[src/rtl/dpl_pkg.sv]
// Package for drive protection logic: codes, defaults, timing constants.
// Assumes a 100 MHz clock; times are in tenths of seconds.
package dpl_pkg;
    localparam int unsigned CLK_HZ = 100_000_000;
    localparam int unsigned TENTH_NS = 100_000_000;
    localparam int unsigned CLK_PERIOD_NS = 10;
    localparam int unsigned TICK_CYCLES = TENTH_NS / CLK_PERIOD_NS;
    localparam logic [7:0] WARN_LEVEL_DEF = 8'h96;
    localparam logic [7:0] WARN_LEVEL_MIN = 8'h1E;
    localparam logic [7:0] WARN_LEVEL_MAX = 8'h96;
    localparam logic [9:0] WARN_TIME_DEF = 10'h064;
    localparam logic [9:0] WARN_TIME_MAX = 10'h12C;
    localparam logic [7:0] TRIP_LEVEL_DEF = 8'hB4;
    localparam logic [9:0] TRIP_TIME_DEF = 10'h258;
    localparam logic [9:0] TRIP_TIME_MAX = 10'h258;
    localparam logic [7:0] STALL_LEVEL_DEF = 8'h96;
    localparam logic [7:0] STALL_LEVEL_MIN = 8'h1E;
    localparam logic [7:0] STALL_LEVEL_MAX = 8'hC8;
    localparam logic [10:0] LOSS_WAIT_DEF = 11'h00A;
    localparam logic [10:0] LOSS_WAIT_MIN = 11'h001;
    localparam logic [10:0] LOSS_WAIT_MAX = 11'h4B0;
    localparam int STALL_ACC_BIT = 0;
    localparam int STALL_CONST_BIT = 1;
    localparam int STALL_DEC_BIT = 2;
    localparam logic [4:0] OUT_FN_OVERLOAD = 5'h05;
    localparam logic [4:0] OUT_FN_DRIVE_OVL = 5'h06;
    localparam logic [4:0] OUT_FN_STALL = 5'h07;
    localparam logic [4:0] OUT_FN_CMD_LOSS = 5'h0B;
    localparam logic [4:0] IN_FN_TRIP_NO = 5'h12;
    localparam logic [4:0] IN_FN_TRIP_NC = 5'h13;
    localparam logic [3:0] FREQ_SRC_V_PLUS_I = 4'h6;
    typedef enum logic [1:0] {
        DPL_PL_NONE = 2'b00,
        DPL_PL_OUTPUT = 2'b01,
        DPL_PL_INPUT = 2'b10,
        DPL_PL_BOTH = 2'b11
    } dpl_phase_loss_e;
    typedef enum logic [1:0] {
        DPL_LOSS_CONTINUE = 2'b00,
        DPL_LOSS_COAST = 2'b01,
        DPL_LOSS_DECEL = 2'b10
    } dpl_loss_action_e;
    typedef enum logic [1:0] {
        DPL_RUN_STOP = 2'b00,
        DPL_RUN_ACCEL = 2'b01,
        DPL_RUN_CONST = 2'b10,
        DPL_RUN_DECEL = 2'b11
    } dpl_run_phase_e;
    typedef struct packed {
        logic overload_warn_flag;
        logic overload_trip;
        logic stall_active;
        logic drive_overload;
        logic ext_trip;
        logic phase_trip;
        logic cmd_loss;
    } dpl_events_s;
    typedef struct packed {
        logic [7:0] voltage_analog_input;
        logic [7:0] current_analog_input;
        logic [7:0] voltage_min;
        logic [7:0] current_min;
        logic [3:0] freq_source;
        logic comm_cmd_valid;
    } dpl_cmd_s;
endpackage

[src/rtl/dpl_top.sv]
// Drive protection supervisor: overload, stall, phase loss, trips, command loss.
// Assumes synchronous inputs; current given as percent of motor rated current.
// Functional notes
// - Warning threshold percent of rated, 30-150, default 150
// - Collector function 5 drives overload warning
// - Overload trip cuts output after trip delay
// - Stall bit 0: accelerating turns to decelerating
// - Stall bit 1: constant run decelerates
// - Stall bit 2: DC link high halts decel
// - Stall threshold percent of rated, 30-200
// - Stall select three independent phase enables
// - Function 7 reports stall even when disabled
// - Stall intervention may stretch ramp times
// - Phase-loss select: none, output, input, both
// - Output phase loss shuts output off
// - Input phase loss or capacitor wear blocks
// - Input function 18 trips when closed
// - Input function 19 trips when open
// - Drive overload alarm on function 6
// - Analog loss criterion: off, half, minimum
// - Voltage-plus-current mode: either input low
// - After loss wait, continue, coast, or decelerate
// - Function 11 signals command loss
`timescale 1ns/10ps
module dpl_top #(
    parameter int TICK_CYCLES = dpl_pkg::TICK_CYCLES,
    parameter logic [7:0] WARN_LEVEL_RESET = dpl_pkg::WARN_LEVEL_DEF,
    parameter logic [7:0] STALL_LEVEL_RESET = dpl_pkg::STALL_LEVEL_DEF
) (
    input wire logic clock_i,
    input wire logic srst_i,
    input wire logic ce_i,
    input wire logic [7:0] motor_current_pct_i,
    input wire logic drive_current_over_rated_i,
    input wire logic [1:0] run_phase_i,
    input wire logic dc_link_high_i,
    input wire logic [2:0] output_phase_lost_i,
    input wire logic [2:0] input_phase_lost_i,
    input wire logic capacitor_worn_i,
    input wire logic [7:0] overload_warn_threshold_i,
    input wire logic [9:0] overload_warn_delay_i,
    input wire logic overload_trip_enable_i,
    input wire logic [7:0] overload_trip_threshold_i,
    input wire logic [9:0] overload_trip_delay_i,
    input wire logic [2:0] stall_phase_enables_i,
    input wire logic [7:0] stall_current_threshold_i,
    input wire logic [1:0] phase_loss_protect_select_i,
    input wire logic [4:0] collector_output_function_i,
    input wire logic [4:0] relay_output_function_i,
    input wire logic [4:0] seventh_input_function_i,
    input wire logic [4:0] eighth_input_function_i,
    input wire logic seventh_digital_input_i,
    input wire logic eighth_digital_input_i,
    input wire logic [1:0] analog_loss_criterion_i,
    input wire logic [1:0] command_loss_action_i,
    input wire logic [10:0] command_loss_wait_i,
    input wire dpl_pkg::dpl_cmd_s cmd_i,
    input wire logic fault_clear_i,
    output logic output_enable_o,
    output logic fault_display_o,
    output logic force_decel_o,
    output logic hold_decel_o,
    output logic ramp_stretch_o,
    output logic hold_last_freq_o,
    output logic decel_to_stop_o,
    output logic open_collector_output_o,
    output logic relay_contact_output_o,
    output dpl_pkg::dpl_events_s events_o
);
    typedef struct packed {
        logic [23:0] tick_count;
        logic tick;
        dpl_pkg::dpl_events_s ev;
        logic trip_latched;
        logic decel_latched;
        logic oc_out;
        logic relay_out;
        logic force_decel;
        logic hold_decel;
        logic hold_last;
    } dpl_state_s;

    dpl_state_s state_reg;
    dpl_state_s state_next;
    logic warn_expired;
    logic trip_expired;
    logic loss_expired;
    logic warn_over;
    logic trip_over;
    logic loss_now;
    logic [7:0] warn_level;
    logic [7:0] stall_level;
    logic [9:0] warn_delay;
    logic [10:0] loss_wait;

    // Clamp a setting into its permitted window
    function automatic logic [7:0] clamp8(input logic [7:0] v, input logic [7:0] lo,
                                          input logic [7:0] hi);
        if (v < lo)
        begin
            return lo;
        end
        else if (v > hi)
        begin
            return hi;
        end
        return v;
    endfunction

    // Map an event to an output whose function code selects it
    function automatic logic route(input logic [4:0] fn, input dpl_pkg::dpl_events_s ev);
        case (fn)
            dpl_pkg::OUT_FN_OVERLOAD: return ev.overload_warn_flag;
            dpl_pkg::OUT_FN_DRIVE_OVL: return ev.drive_overload;
            dpl_pkg::OUT_FN_STALL: return ev.stall_active;
            dpl_pkg::OUT_FN_CMD_LOSS: return ev.cmd_loss;
            default: return 1'b0;
        endcase
    endfunction

    // Analog loss test under the selected criterion
    function automatic logic below_min(input logic [1:0] crit, input logic [7:0] val,
                                       input logic [7:0] minv);
        case (crit)
            2'h1: return val < {1'b0, minv[7:1]};
            2'h2: return val < minv;
            default: return 1'b0;
        endcase
    endfunction

    assign warn_level = clamp8(overload_warn_threshold_i, dpl_pkg::WARN_LEVEL_MIN,
                               dpl_pkg::WARN_LEVEL_MAX);
    assign stall_level = clamp8(stall_current_threshold_i, dpl_pkg::STALL_LEVEL_MIN,
                                dpl_pkg::STALL_LEVEL_MAX);
    assign warn_delay = (overload_warn_delay_i > dpl_pkg::WARN_TIME_MAX) ?
                        dpl_pkg::WARN_TIME_MAX : overload_warn_delay_i;
    assign loss_wait = (command_loss_wait_i < dpl_pkg::LOSS_WAIT_MIN) ? dpl_pkg::LOSS_WAIT_MIN :
                       (command_loss_wait_i > dpl_pkg::LOSS_WAIT_MAX) ? dpl_pkg::LOSS_WAIT_MAX :
                       command_loss_wait_i;
    assign warn_over = motor_current_pct_i > warn_level;
    assign trip_over = overload_trip_enable_i && (motor_current_pct_i > overload_trip_threshold_i);

    always_comb
    begin
        loss_now = below_min(analog_loss_criterion_i, cmd_i.voltage_analog_input,
                             cmd_i.voltage_min) || !cmd_i.comm_cmd_valid;
        if (cmd_i.freq_source == dpl_pkg::FREQ_SRC_V_PLUS_I)
        begin
            loss_now = loss_now || below_min(analog_loss_criterion_i,
                                             cmd_i.current_analog_input,
                                             cmd_i.current_min);
        end
    end

    dpl_timer #(.WIDTH(11)) u_warn_timer (
        .clock_i(clock_i),
        .srst_i(srst_i),
        .ce_i(ce_i),
        .tick_i(state_reg.tick),
        .cond_i(warn_over),
        .limit_i({1'b0, warn_delay}),
        .expired_o(warn_expired)
    );

    dpl_timer #(.WIDTH(11)) u_trip_timer (
        .clock_i(clock_i),
        .srst_i(srst_i),
        .ce_i(ce_i),
        .tick_i(state_reg.tick),
        .cond_i(trip_over),
        .limit_i({1'b0, overload_trip_delay_i}),
        .expired_o(trip_expired)
    );

    dpl_timer #(.WIDTH(11)) u_loss_timer (
        .clock_i(clock_i),
        .srst_i(srst_i),
        .ce_i(ce_i),
        .tick_i(state_reg.tick),
        .cond_i(loss_now),
        .limit_i(loss_wait),
        .expired_o(loss_expired)
    );

    always_comb
    begin
        logic stall_cur;
        logic pl_out;
        logic pl_in;
        logic ext;
        logic trip_now;
        stall_cur = motor_current_pct_i > stall_level;
        pl_out = 1'b0;
        pl_in = 1'b0;
        ext = 1'b0;
        trip_now = 1'b0;
        state_next = state_reg;
        state_next.tick = 1'b0;
        if (state_reg.tick_count >= 24'(TICK_CYCLES - 1))
        begin
            state_next.tick_count = '0;
            state_next.tick = 1'b1;
        end
        else
        begin
            state_next.tick_count = state_reg.tick_count + 24'h000001;
        end
        // Stall control per run phase
        state_next.force_decel = 1'b0;
        state_next.hold_decel = 1'b0;
        case (dpl_pkg::dpl_run_phase_e'(run_phase_i))
            dpl_pkg::DPL_RUN_ACCEL:
            begin
                state_next.force_decel = stall_cur &&
                                         stall_phase_enables_i[dpl_pkg::STALL_ACC_BIT];
            end
            dpl_pkg::DPL_RUN_CONST:
            begin
                state_next.force_decel = stall_cur &&
                                         stall_phase_enables_i[dpl_pkg::STALL_CONST_BIT];
            end
            dpl_pkg::DPL_RUN_DECEL:
            begin
                state_next.hold_decel = dc_link_high_i &&
                                        stall_phase_enables_i[dpl_pkg::STALL_DEC_BIT];
            end
            default:
            begin
                state_next.force_decel = 1'b0;
            end
        endcase
        // Stall status regardless of enables
        state_next.ev.stall_active = stall_cur ||
                                     (dc_link_high_i && run_phase_i == 2'(dpl_pkg::DPL_RUN_DECEL));
        case (dpl_pkg::dpl_phase_loss_e'(phase_loss_protect_select_i))
            dpl_pkg::DPL_PL_OUTPUT:
            begin
                pl_out = 1'b1;
            end
            dpl_pkg::DPL_PL_INPUT:
            begin
                pl_in = 1'b1;
            end
            dpl_pkg::DPL_PL_BOTH:
            begin
                pl_out = 1'b1;
                pl_in = 1'b1;
            end
            default:
            begin
                pl_out = 1'b0;
            end
        endcase
        state_next.ev.phase_trip = (pl_out && |output_phase_lost_i) ||
                                   (pl_in && (|input_phase_lost_i || capacitor_worn_i));
        if (seventh_input_function_i == dpl_pkg::IN_FN_TRIP_NO && seventh_digital_input_i)
        begin
            ext = 1'b1;
        end
        if (seventh_input_function_i == dpl_pkg::IN_FN_TRIP_NC && !seventh_digital_input_i)
        begin
            ext = 1'b1;
        end
        if (eighth_input_function_i == dpl_pkg::IN_FN_TRIP_NO && eighth_digital_input_i)
        begin
            ext = 1'b1;
        end
        if (eighth_input_function_i == dpl_pkg::IN_FN_TRIP_NC && !eighth_digital_input_i)
        begin
            ext = 1'b1;
        end
        state_next.ev.ext_trip = ext;
        state_next.ev.drive_overload = drive_current_over_rated_i;
        state_next.ev.overload_warn_flag = warn_expired;
        state_next.ev.overload_trip = trip_expired;
        state_next.ev.cmd_loss = loss_expired;
        // Latching trips; new trip beats a clear
        trip_now = trip_expired || state_next.ev.phase_trip || ext ||
                   (loss_expired && command_loss_action_i == 2'(dpl_pkg::DPL_LOSS_COAST));
        if (trip_now)
        begin
            state_next.trip_latched = 1'b1;
        end
        else if (fault_clear_i)
        begin
            state_next.trip_latched = 1'b0;
        end
        if (loss_expired && command_loss_action_i == 2'(dpl_pkg::DPL_LOSS_DECEL))
        begin
            state_next.decel_latched = 1'b1;
        end
        else if (fault_clear_i)
        begin
            state_next.decel_latched = 1'b0;
        end
        state_next.hold_last = loss_expired &&
                               command_loss_action_i == 2'(dpl_pkg::DPL_LOSS_CONTINUE);
        state_next.oc_out = route(collector_output_function_i, state_next.ev);
        state_next.relay_out = route(relay_output_function_i, state_next.ev);
    end

    always_ff @(posedge clock_i)
    begin
        if (srst_i)
        begin
            state_reg <= '0;
        end
        else if (ce_i)
        begin
            state_reg <= state_next;
        end
    end

    assign output_enable_o = !state_reg.trip_latched;
    assign fault_display_o = state_reg.trip_latched;
    assign force_decel_o = state_reg.force_decel || state_reg.decel_latched;
    assign hold_decel_o = state_reg.hold_decel;
    assign ramp_stretch_o = state_reg.force_decel || state_reg.hold_decel;
    assign hold_last_freq_o = state_reg.hold_last;
    assign decel_to_stop_o = state_reg.decel_latched;
    assign open_collector_output_o = state_reg.oc_out;
    assign relay_contact_output_o = state_reg.relay_out;
    assign events_o = state_reg.ev;

    AST_TRIP_CUTS: assert property (@(posedge clock_i) disable iff (srst_i)
        (ce_i && trip_expired) |=> !output_enable_o)
        else $error("overload trip did not cut output");
    AST_OC_WARN: assert property (@(posedge clock_i) disable iff (srst_i)
        (ce_i && collector_output_function_i == 5'h05 && $stable(collector_output_function_i)
         && warn_expired) |=> open_collector_output_o)
        else $error("warning not routed to collector output");
    AST_ACC_STALL: assert property (@(posedge clock_i) disable iff (srst_i)
        (ce_i && run_phase_i == 2'b01 && stall_phase_enables_i[0] &&
         motor_current_pct_i > stall_level) |=> force_decel_o)
        else $error("stall in acceleration did not decelerate");
    AST_CONST_STALL: assert property (@(posedge clock_i) disable iff (srst_i)
        (ce_i && run_phase_i == 2'b10 && !stall_phase_enables_i[1] &&
         !state_reg.decel_latched && !(loss_expired && command_loss_action_i == 2'b10))
        |=> !force_decel_o)
        else $error("disabled constant stall still acted");
    AST_DEC_HOLD: assert property (@(posedge clock_i) disable iff (srst_i)
        (ce_i && run_phase_i == 2'b11 && stall_phase_enables_i[2] && dc_link_high_i)
        |=> hold_decel_o)
        else $error("deceleration not halted on high DC link");
    AST_OUT_PL: assert property (@(posedge clock_i) disable iff (srst_i)
        (ce_i && phase_loss_protect_select_i[0] && |output_phase_lost_i) |=> ##1 !output_enable_o)
        else $error("output phase loss did not cut output");
    AST_NO_TRIP: assert property (@(posedge clock_i) disable iff (srst_i)
        (ce_i && seventh_input_function_i == 5'h12 && seventh_digital_input_i)
        |=> ##1 fault_display_o)
        else $error("normally-open trip not shown");
    AST_NC_TRIP: assert property (@(posedge clock_i) disable iff (srst_i)
        (ce_i && eighth_input_function_i == 5'h13 && !eighth_digital_input_i)
        |=> ##1 !output_enable_o)
        else $error("normally-closed trip did not cut output");
    AST_WARN_LEVEL: assert property (@(posedge clock_i) disable iff (srst_i)
        warn_level >= 8'h1E && warn_level <= 8'h96)
        else $error("warning level out of range");
endmodule

[src/rtl/dpl_timer.sv]
// Over-threshold persistence timer counting tenths of a second.
// Assumes a shared tick enable one cycle wide every tenth of a second.
`timescale 1ns/10ps
module dpl_timer #(
    parameter int WIDTH = 11
) (
    input wire logic clock_i,
    input wire logic srst_i,
    input wire logic ce_i,
    input wire logic tick_i,
    input wire logic cond_i,
    input wire logic [WIDTH-1:0] limit_i,
    output logic expired_o
);
    typedef struct packed {
        logic [WIDTH-1:0] count;
        logic expired;
    } dpl_timer_s;
    dpl_timer_s state_reg;
    dpl_timer_s state_next;

    always_comb
    begin
        state_next = state_reg;
        if (!cond_i)
        begin
            state_next.count = '0;
            state_next.expired = 1'b0;
        end
        else if (state_reg.count >= limit_i)
        begin
            state_next.expired = 1'b1;
        end
        else if (tick_i)
        begin
            state_next.count = state_reg.count + {{(WIDTH-1){1'b0}}, 1'b1};
        end
    end

    always_ff @(posedge clock_i)
    begin
        if (srst_i)
        begin
            state_reg <= '0;
        end
        else if (ce_i)
        begin
            state_reg <= state_next;
        end
    end

    assign expired_o = state_reg.expired;
endmodule

[config.mk]
export PLATFORM = sky130hd
export DESIGN_NAME = dpl_top
export DESIGN_NICKNAME = d
export VERILOG_FILES = /design/src/rtl/dpl_pkg.sv /design/src/rtl/dpl_top.sv /design/src/rtl/dpl_timer.sv
export SDC_FILE = /design/constraint.sdc
export NUM_CORES = 1
export LEC_CHECK = 0
export BUFFER_PORTS_ARGS = -buffer_cell sky130_fd_sc_hd__clkbuf_2
export CORE_MARGIN = 10
export CORE_UTILIZATION = 45
export CTS_BUF_LIST = sky130_fd_sc_hd__clkbuf_8
export DETAILED_ROUTE_END_ITERATION = 8
export GPL_ROUTABILITY_DRIVEN = 0
export MAX_ROUTING_LAYER = met4
export PLACE_DENSITY = 0.74
export SLEW_MARGIN = 10
export SYNTH_ARGS = -nofsm -noshare
export SYNTH_HDL_FRONTEND = slang
export SYNTH_SLANG_ARGS = --single-unit
[constraint.sdc]
create_clock -name clock_i -period 3.8 [get_ports clock_i]
set_input_delay 0.19 -clock clock_i [delete_from_list [all_inputs] [get_ports clock_i]]
set_output_delay 0.19 -clock clock_i [all_outputs]
set_load 0.03 [all_outputs]
======== After elaboration in Yosys (flattened, before gate mapping) ========
Cells that the tools add are included.
word-level totals
  output and inout bits ................... 16
  input bits .............................. 147
  register bits ........................... 75
  word-level logic and storage cells ...... 163
cells by class
  mux-type cells .......................... 44
  reductions and logical operators ........ 43
  equal/unequal tests ..................... 32
  add/subtract/negate cells ............... 4
  order comparisons ....................... 18
operator list
  cell                                                                    number
  11-bit two-way mux                                                      8
  8-bit two-way mux                                                       6
  12-bit two-way mux                                                      3
  11-bit by 1-bit adder with 11-bit output (second input constant)        3
  5-bit by 3-bit == test with 1-bit output (second input constant)        6
  24-bit by 1-bit adder with 24-bit output (second input constant)        1
  24-bit >= comparator (second input constant)                            1
  8-bit > comparator                                                      3
  24-bit two-way mux                                                      1
  11-bit by 10-bit >= comparator with 1-bit output                        2
  5-bit == test (second input constant)                                   4
  1-bit two-way mux                                                       20
  2-bit inequality test (second input constant)                           9
  8-bit > comparator (second input constant)                              2
  8-bit by 5-bit < comparator with 1-bit output (second input constant)   2
  8-bit by 7-bit < comparator with 1-bit output                           2
  8-bit < comparator                                                      2
  1-bit logical AND                                                       14
  2-bit == test (second input constant)                                   6
  11-bit >= comparator                                                    1
  11-bit > comparator (second input constant)                             1
  11-bit by 1-bit < comparator with 1-bit output (second input constant)  1
  5-bit by 4-bit == test with 1-bit output (second input constant)        2
  10-bit by 9-bit > comparator with 1-bit output (second input constant)  1
  other kinds (13)                                                        40

======== Longest topological paths before layout ========
Gate-level depths: netlist of run 1.
  depth in word-level cells ............... 10
  gate-level depth with buffers ........... 16
  gate-level depth less buffers ........... 15

======== Modules after synthesis ========
From an unflattened synthesis of run 1, not the netlist that was laid out.
second synthesis, totals
  cell total of the unflattened synthesis .. 856
  area, all modules ....................... 6597.6 um2
modules (own cells, without submodules)
  module     instances  area each (um2)  seq. area each (um2)  cells an instance
  dpl_top    1          3718.6           780.7                 478
  dpl_timer  3          959.7            240.2                 126

======== Least setup slack after synthesis of run 1 ========
Ideal clock, no wire load.
  kind .................................... input-to-reg
  start ................................... input command_loss_wait_i[3]
  end ..................................... register u_loss_timer.state_reg[6] (netlist bit)
  arrival time ............................ 2.994 ns
  stages .................................. 16
  required time ........................... 3.728 ns
  library setup time ...................... 0.072 ns
  path buffers ............................ 1
  setup slack ............................. 0.734 ns
  cell sequence ........................... or4_1 and3_1 o21ai_0 nand2_1 nand2_1 nand2_1 o21ai_0 ha_1 nand2b_1 a21o_1 a21oi_1 o211a_1 o2111ai_1 clkbuf_1 a211oi_1 mux2i_1
between the ends
  longest elaborated chain between the ends .. 6
  elaborated cells between the ends (all ways) .. 7
  those cells by class .................... 3 x order compare; 1 x eq/ne; 2 x mux; 1 x reduce/logical
ends and longest elaborated chain
  item                               line             text
  from (decl)                        dpl_top.sv:56    input wire logic [10:0] command_loss_wait_i,
  11-bit > comparator                dpl_top.sv:138   (command_loss_wait_i > dpl_pkg::LOSS_WAIT_MAX) ? dpl_pkg::LOSS_WAIT_MAX :
  11-bit two-way mux                 dpl_top.sv:138
  11-bit two-way mux *               dpl_top.sv:137   assign loss_wait = (command_loss_wait_i < dpl_pkg::LOSS_WAIT_MIN) ? dpl_pkg::LOSS_WAIT_MIN :
  11-bit >= comparator *             dpl_timer.sv:30  else if (state_reg.count >= limit_i)
  2-bit inequality test (no line) *  n/a
  3-bit AND reduction (no line) *    n/a
  to (signal assigned)               dpl_timer.sv:48  state_reg <= state_next;
  to (decl)                          dpl_timer.sv:19  dpl_timer_s state_reg;
Mark *: on every way between the ends. The rest lies on a longest branch, timed or not.
A chain may end at the register's enable or synchronous reset.

======== Worst setup path in the final report of run 1 ========
Same ends and word-level chain as after synthesis.

==> results.json, run 1 <==
{
  "status": "completed",
  "chipWidth_um": 135,
  "hold_class": "input pin to flip-flop",
  "overflow": 0,
  "critPathLaunchType": "input pin",
  "synthCells": 757,
  "ios": 163,
  "skew_ns": 0.0125,
  "synth_top_area_share_pct": 25.3,
  "root_buffer": "clkbuf_8",
  "fmax_mhz": 333,
  "synthXorXnorAreaFrac_pct": 5.31,
  "max_cap_violations": 0,
  "die_area_um2": 18200,
  "synth_top_family_by_area": "simple AND/OR/NAND/NOR gates",
  "drv_slew": 0,
  "path_max_fanout": 20,
  "post_cts_buffers": 0,
  "fillers": 1243,
  "async_reset_ff_share_pct": 0,
  "coreArea_um2": 12800,
  "finalCritPeriodShare_pct": 79.0,
  "drt-total-wl_um": 15400,
  "postCtsResizedCells": 0,
  "synth.area.mux_share_pct": 1.69,
  "synth-edff-count": 0,
  "grt_max_degree": 25,
  "cp.required_ns": 4.08,
  "drc": 0,
  "clkPwrFrac_pct": 34.4,
  "grt_pass1_wl_um": 25800,
  "area.growth.synth_to_final_pct": 19.0,
  "grt_util_all_layers_pct": 17.5,
  "synth_ff_type": "dfxtp_1",
  "antenna_cells": 0,
  "initialDrtViolationCount": 321,
  "synth_compound_area_share_pct": 19.5,
  "holdPathStages": 3,
  "final_core_util_pct": 55.3,
  "antenna_found_initial": 0,
  "netlist_area_um2": 5930,
  "portBuffers": 162,
  "path_class": "input pin to flip-flop",
  "yosys.area_share.simple_pct": 23.7,
  "pwr-share-seq_pct": 45.2,
  "synth_warnings": 0,
  "num_vias": 5726,
  "syn-num-nets": 993,
  "yosys.area_share.adder_pct": 18.8,
  "firstDrtPassIters": 4,
  "rows": 41,
  "cts_buffers": 9,
  "place_inst": 1072,
  "clk_pin_slew_worst_paths_ns": 0.08,
  "r2r_cells": 9,
  "antenna_left": 0,
  "first_global_vias": 5647,
  "worstPathArrival_ns": 3.28,
  "layout.nets": 1147,
  "ctsHoldBuffers": 0,
  "worst_pin_slew_ns": 0.710,
  "yosysMostFrequentCell": "nor2_1",
  "synth.avg_cell_area_um2": 7.84,
  "peakVddDrop_mv": 0.150,
  "sw_frac_of_total_pct": 28.2,
  "largest_reg_flops": 26,
  "power_density_nw_per_um2": 250,
  "htreeDepth": 3,
  "start_util_pct": 46.4,
  "cts_num_sinks": 75,
  "rsz0062_at_grt": "no",
  "p_switching_uw": 497,
  "setup_viol": 0,
  "ys_top_cells_by_area": "dfxtp_1 25%, ha_1 19%, nor2_1 6.4%",
  "hold_viol_final": 0,
  "relSlewSlack_pct": 52.4,
  "clk_latency_ns": 0.35,
  "wl_per_cell_um": 14.2,
  "power_frac_comb_pct": 20.4,
  "yosysTopAreaCell": "dfxtp_1",
  "period_needed_ns": 3.00,
  "clk_path_buf_depth": 2,
  "viasPerCell": 5.26,
  "setup_tns_ns": 0,
  "cp-end-kind": "flip-flop",
  "stdcell_count": 1088,
  "hold_ws_ns": 0.108,
  "fp.dieH_um": 135,
  "intPower_uw": 1270,
  "synth-seq-area-share_pct": 25.3,
  "cts_tree": "done",
  "synth_commonest_cells": "101 x nor2_1, 89 x ha_1, 75 x dfxtp_1, 69 x nand2_1, 56 x inv_1",
  "synth-seq-cells": 75,
  "drive_gt1_share_pct": 21.3,
  "synthDistinctLibCells": 62,
  "place_hpwl_um": 12900,
  "leakagePower_uw": 0.00330
}
-- per-layer routing --
metal  GRT usage, %  share of wire (%)  vias up  wire, um
met1           21.3                 47     2552      7200
met3           5.64                7.6       11      1170
met2           27.5                 45      150      6880
met5              -                  0        -         0
li1               -                  -     3013         -
met4           4.17                1.0        0       156
-- critical path, stage by stage --
cell	delay, ns
clkbuf_2	0.09
or4_1	0.53
and3_1	0.19
o21ai_0	0.20
nand2_1	0.07
nand2_1	0.15
nand2_1	0.06
o21ai_0	0.07
ha_1	0.24
nand2b_1	0.13
a21o_1	0.17
a21oi_1	0.16
o211a_1	0.19
o2111ai_1	0.10
buf_4	0.23
a211oi_1	0.29
mux2i_1	0.21
-- final timing paths --
path                              startpoint                          to  slack (ns)
setup / recovery      command_loss_wait_i[3]   u_loss_timer.state_reg[6]        0.80
hold / removal      stall_phase_enables_i[2]                hold_decel_o        0.11
setup reg to reg   u_warn_timer.state_reg[1]  u_warn_timer.state_reg[10]        1.39
hold reg to reg   u_warn_timer.state_reg[11]  u_warn_timer.state_reg[11]        0.45
-- metrics by stage --
step | total power, uW | cell area [um^2] | setup WS (ns)
finish | 1760 | 7060 | 0.800
floorplan | 1030 | 5930 | 0.734
global route | 1880 | 7060 | 0.426
detailed placement | 1180 | 6860 | 0.418
CTS | 1790 | 7060 | 0.775
global placement | 1170 | 6860 | 0.493
-- final cells by class --
cell class	count	area (um^2)	share of cell area, %
Clock inverter	6	56.3	0.798
Sequential cell	75	1500	21.3
Multi-Input combinational cell	602	4090	58.0
Tap cell	172	215	3.05
Timing Repair Buffer	166	841	11.9
Clock buffer	10	138	1.95
Inverter	57	214	3.03
-- power groups by stage --
stage | logic, uW | clock network [uW] | registers (uW)
after detailed placement | 362 | 0 | 815
after global placement | 356 | 0 | 815
final | 360 | 606 | 797
after global routing | 414 | 667 | 798
after CTS | 364 | 628 | 797
after floorplan | 213 | 0 | 817
-- placed cells by master, fill, tap and decap left out, drive strengths merged, types with 3 or more instances in the layout --
cell and n:
nor2 101, nand3 26, xor2 16, clkbuf 172, and4 4, a21o 5
o21ba 3, nor3 11, o211ai 7, nor4b 3, a21oi 47, a211oi 10
xnor2 20, nand4b 6, clkinv 4, mux2i 10, o21ai 43, nand2 69
inv 57, a31oi 8, nand3b 3, and3 12, nand2b 3, a2111o 8
nor2b 13, and2 7, a211o 3, dfxtp 75, or2 5, ha 89
nor4 5, o2111ai 9, buf 4, nand4 18, o21a 7
-- kinds of logic (layout without fill, tap and decap cells) --
kind of cell / after synthesis / count (layout)
AND/OR/NAND/NOR: 293 / 293
AO/OA/AOI/OAI: 173 / 173
adder cells (fa/ha/maj): 89 / 89
buffers and inverters: 80 / 239
flip-flops: 75 / 75
XOR/XNOR: 36 / 36
multiplexers: 10 / 10
other: 1 / 1
No activity file was read; power rests on OpenSTA's default activity.
==> run 2: changes to the inputs <==
- clock period: 3.8 -> 3.05 ns (I/O delays scaled with it)
==> results.json, run 2 (synthesis gave the netlist of run 1 again) <==
{
  "drive_gt1_share_pct": 22.1,
  "firstDrtPassIters": 5,
  "leakagePower_uw": 0.00334,
  "critPathMaxStageDelay_ns": 0.53,
  "intPower_uw": 1500,
  "clk_latency_ns": 0.35,
  "sw_frac_of_total_pct": 29.6,
  "crit_path_cell_trace": "clkbuf_2 -> or4_1 -> and3_1 -> o21ai_1 -> nand2_1 -> nand2_1 -> nand2_1 -> o21ai_0 -> ha_1 -> nand2b_1 -> a21o_1 -> a21oi_1 -> o211a_1 -> o2111ai_1 -> buf_6 -> a2111o_1 -> o21ai_2",
  "finalCritPeriodShare_pct": 93.7,
  "clkPwrFrac_pct": 31.9,
  "power_density_nw_per_um2": 300,
  "root_buffer": "clkbuf_8",
  "peakVddDrop_mv": 0.206,
  "first_global_vias": 5950,
  "place_inst": 1081,
  "antenna_found_initial": 0,
  "antenna_left": 0,
  "die_area_um2": 18200,
  "worstPathArrival_ns": 3.14,
  "antenna_cells": 0,
  "cp.required_ns": 3.34,
  "fmax_mhz": 350,
  "fillers": 1225,
  "cp.buffers_inverters": 2,
  "viasPerCell": 5.30,
  "pwr-share-seq_pct": 46.5,
  "drt-total-wl_um": 16000,
  "period_needed_ns": 2.86,
  "stdcell_count": 1097,
  "status": "completed",
  "hold_class": "input pin to flip-flop",
  "crit_slowest_cell": "or4_1",
  "chipWidth_um": 135,
  "grt_pass1_wl_um": 27100,
  "cp-end-kind": "flip-flop",
  "area.growth.synth_to_final_pct": 19.9,
  "fp.dieH_um": 135,
  "cts_buffers": 9,
  "critPathLaunchType": "input pin",
  "htreeDepth": 3,
  "path_max_fanout": 19,
  "critPathMostFrequentCell": "nand2_1",
  "setup_viol": 0,
  "coreArea_um2": 12800,
  "rows": 41,
  "power_frac_comb_pct": 21.7,
  "place_hpwl_um": 13200,
  "largest_reg_flops": 26,
  "num_vias": 5814,
  "worst_pin_slew_ns": 0.641,
  "layout.nets": 1156,
  "clk_path_buf_depth": 2,
  "clk_pin_slew_worst_paths_ns": 0.08,
  "cts_num_sinks": 75,
  "wl_per_cell_um": 14.6,
  "cts_tree": "done",
  "hold_ws_ns": 0.0704,
  "layout_commonest_cell": "clkbuf_2",
  "drv_slew": 0,
  "p_switching_uw": 632,
  "start_util_pct": 46.4,
  "path_class": "input pin to flip-flop",
  "path_delay_family": "compound AO/OA/AOI/OAI gates",
  "drc": 0,
  "relSlewSlack_pct": 57.3,
  "mostFrequentLayoutCells": "162 x clkbuf_2, 101 x nor2_1, 89 x ha_1",
  "portBuffers": 162,
  "grt_max_degree": 25,
  "skew_ns": 0.00789,
  "max_cap_violations": 0,
  "overflow": 0,
  "ios": 163,
  "hold_viol_final": 0,
  "grt_util_all_layers_pct": 18.2,
  "initialDrtViolationCount": 413
}
-- run 2: cell types whose count changed in the layout (fill, tap and decap cells not counted), sizes merged --
| cell | previous run | this run |
|---|---|---|
| buf | 4 | 13 |
| inv | 57 | 58 |
| bufinv | 1 | 0 |
-- run 2: path summary, 6_finish.rpt --
| check | from | to | slack [ns] | cells past startpoint |
|---|---|---|---|---|
| worst max register to register | u_warn_timer.state_reg[1] | u_warn_timer.state_reg[10] | 0.64 | 9 |
| worst max-delay path | command_loss_wait_i[3] | u_loss_timer.state_reg[7] | 0.19 | 17 |
| worst min-delay path | stall_phase_enables_i[2] | hold_decel_o | 0.07 | 3 |
| worst min register to register | u_warn_timer.state_reg[11] | u_warn_timer.state_reg[11] | 0.45 | 2 |
-- run 2: metrics by stage --
step	utilization (%)	setup WS, ns	area (um^2)	total power [uW]	TNS, ns
4_1_cts	55.6	0.0997	7100	2160	0
3_5_place_dp	54.3	-0.250	6930	1480	-1.87
3_3_place_gp	54.3	-0.152	6930	1470	-1.27
6_report	55.7	0.192	7110	2140	0
2_1_floorplan	-	0.0213	5930	1280	0
5_1_grt	55.7	-0.0183	7110	2270	-0.0337
-- run 2: metal layers --
metal / wire [um] / part of all wire, % / global-route usage, %
met1: 7510 / 47 / 21.9
met2: 7300 / 46 / 29.3
met3: 1060 / 6.6 / 5.23
met4: 156 / 0.97 / 4.41
met5: 0 / 0 / -
-- run 2: worst min-delay path, delay by kind of cell --
| family | cells | cell delay [ns] |
|---|---|---|
| AOI/OAI and AO/OA | 1 | 0.06 |
| and+or+nand+nor | 1 | 0.09 |
| buffers and inverters | 1 | 0.08 |
-- run 2: repair_timing --
action / 4_1_cts / 5_1_grt
hold buffers: 0 / 0
setup buffers: 0 / 0
endpoints found under the setup margin: 0 / 9
gates resized for setup: 0 / 3
-- run 2: layout make-up --
cell class / instances / area (um^2) / area share (%)
clock buffer: 10 / 138 / 1.94
timing repair buffer: 175 / 912 / 12.8
tap: 172 / 215 / 3.03
multi-input combinational: 602 / 4100 / 57.6
clock inverter: 6 / 33.8 / 0.475
inverter: 57 / 214 / 3.01
sequential: 75 / 1500 / 21.1
-- run 2: power groups by stage --
stage	Combinational [uW]	Clock, uW	Sequential, uW
floorplan	265	0	1020
global placement	454	0	1020
detailed placement	463	0	1020
CTS	466	697	993
global route	534	739	995
finish	463	681	993
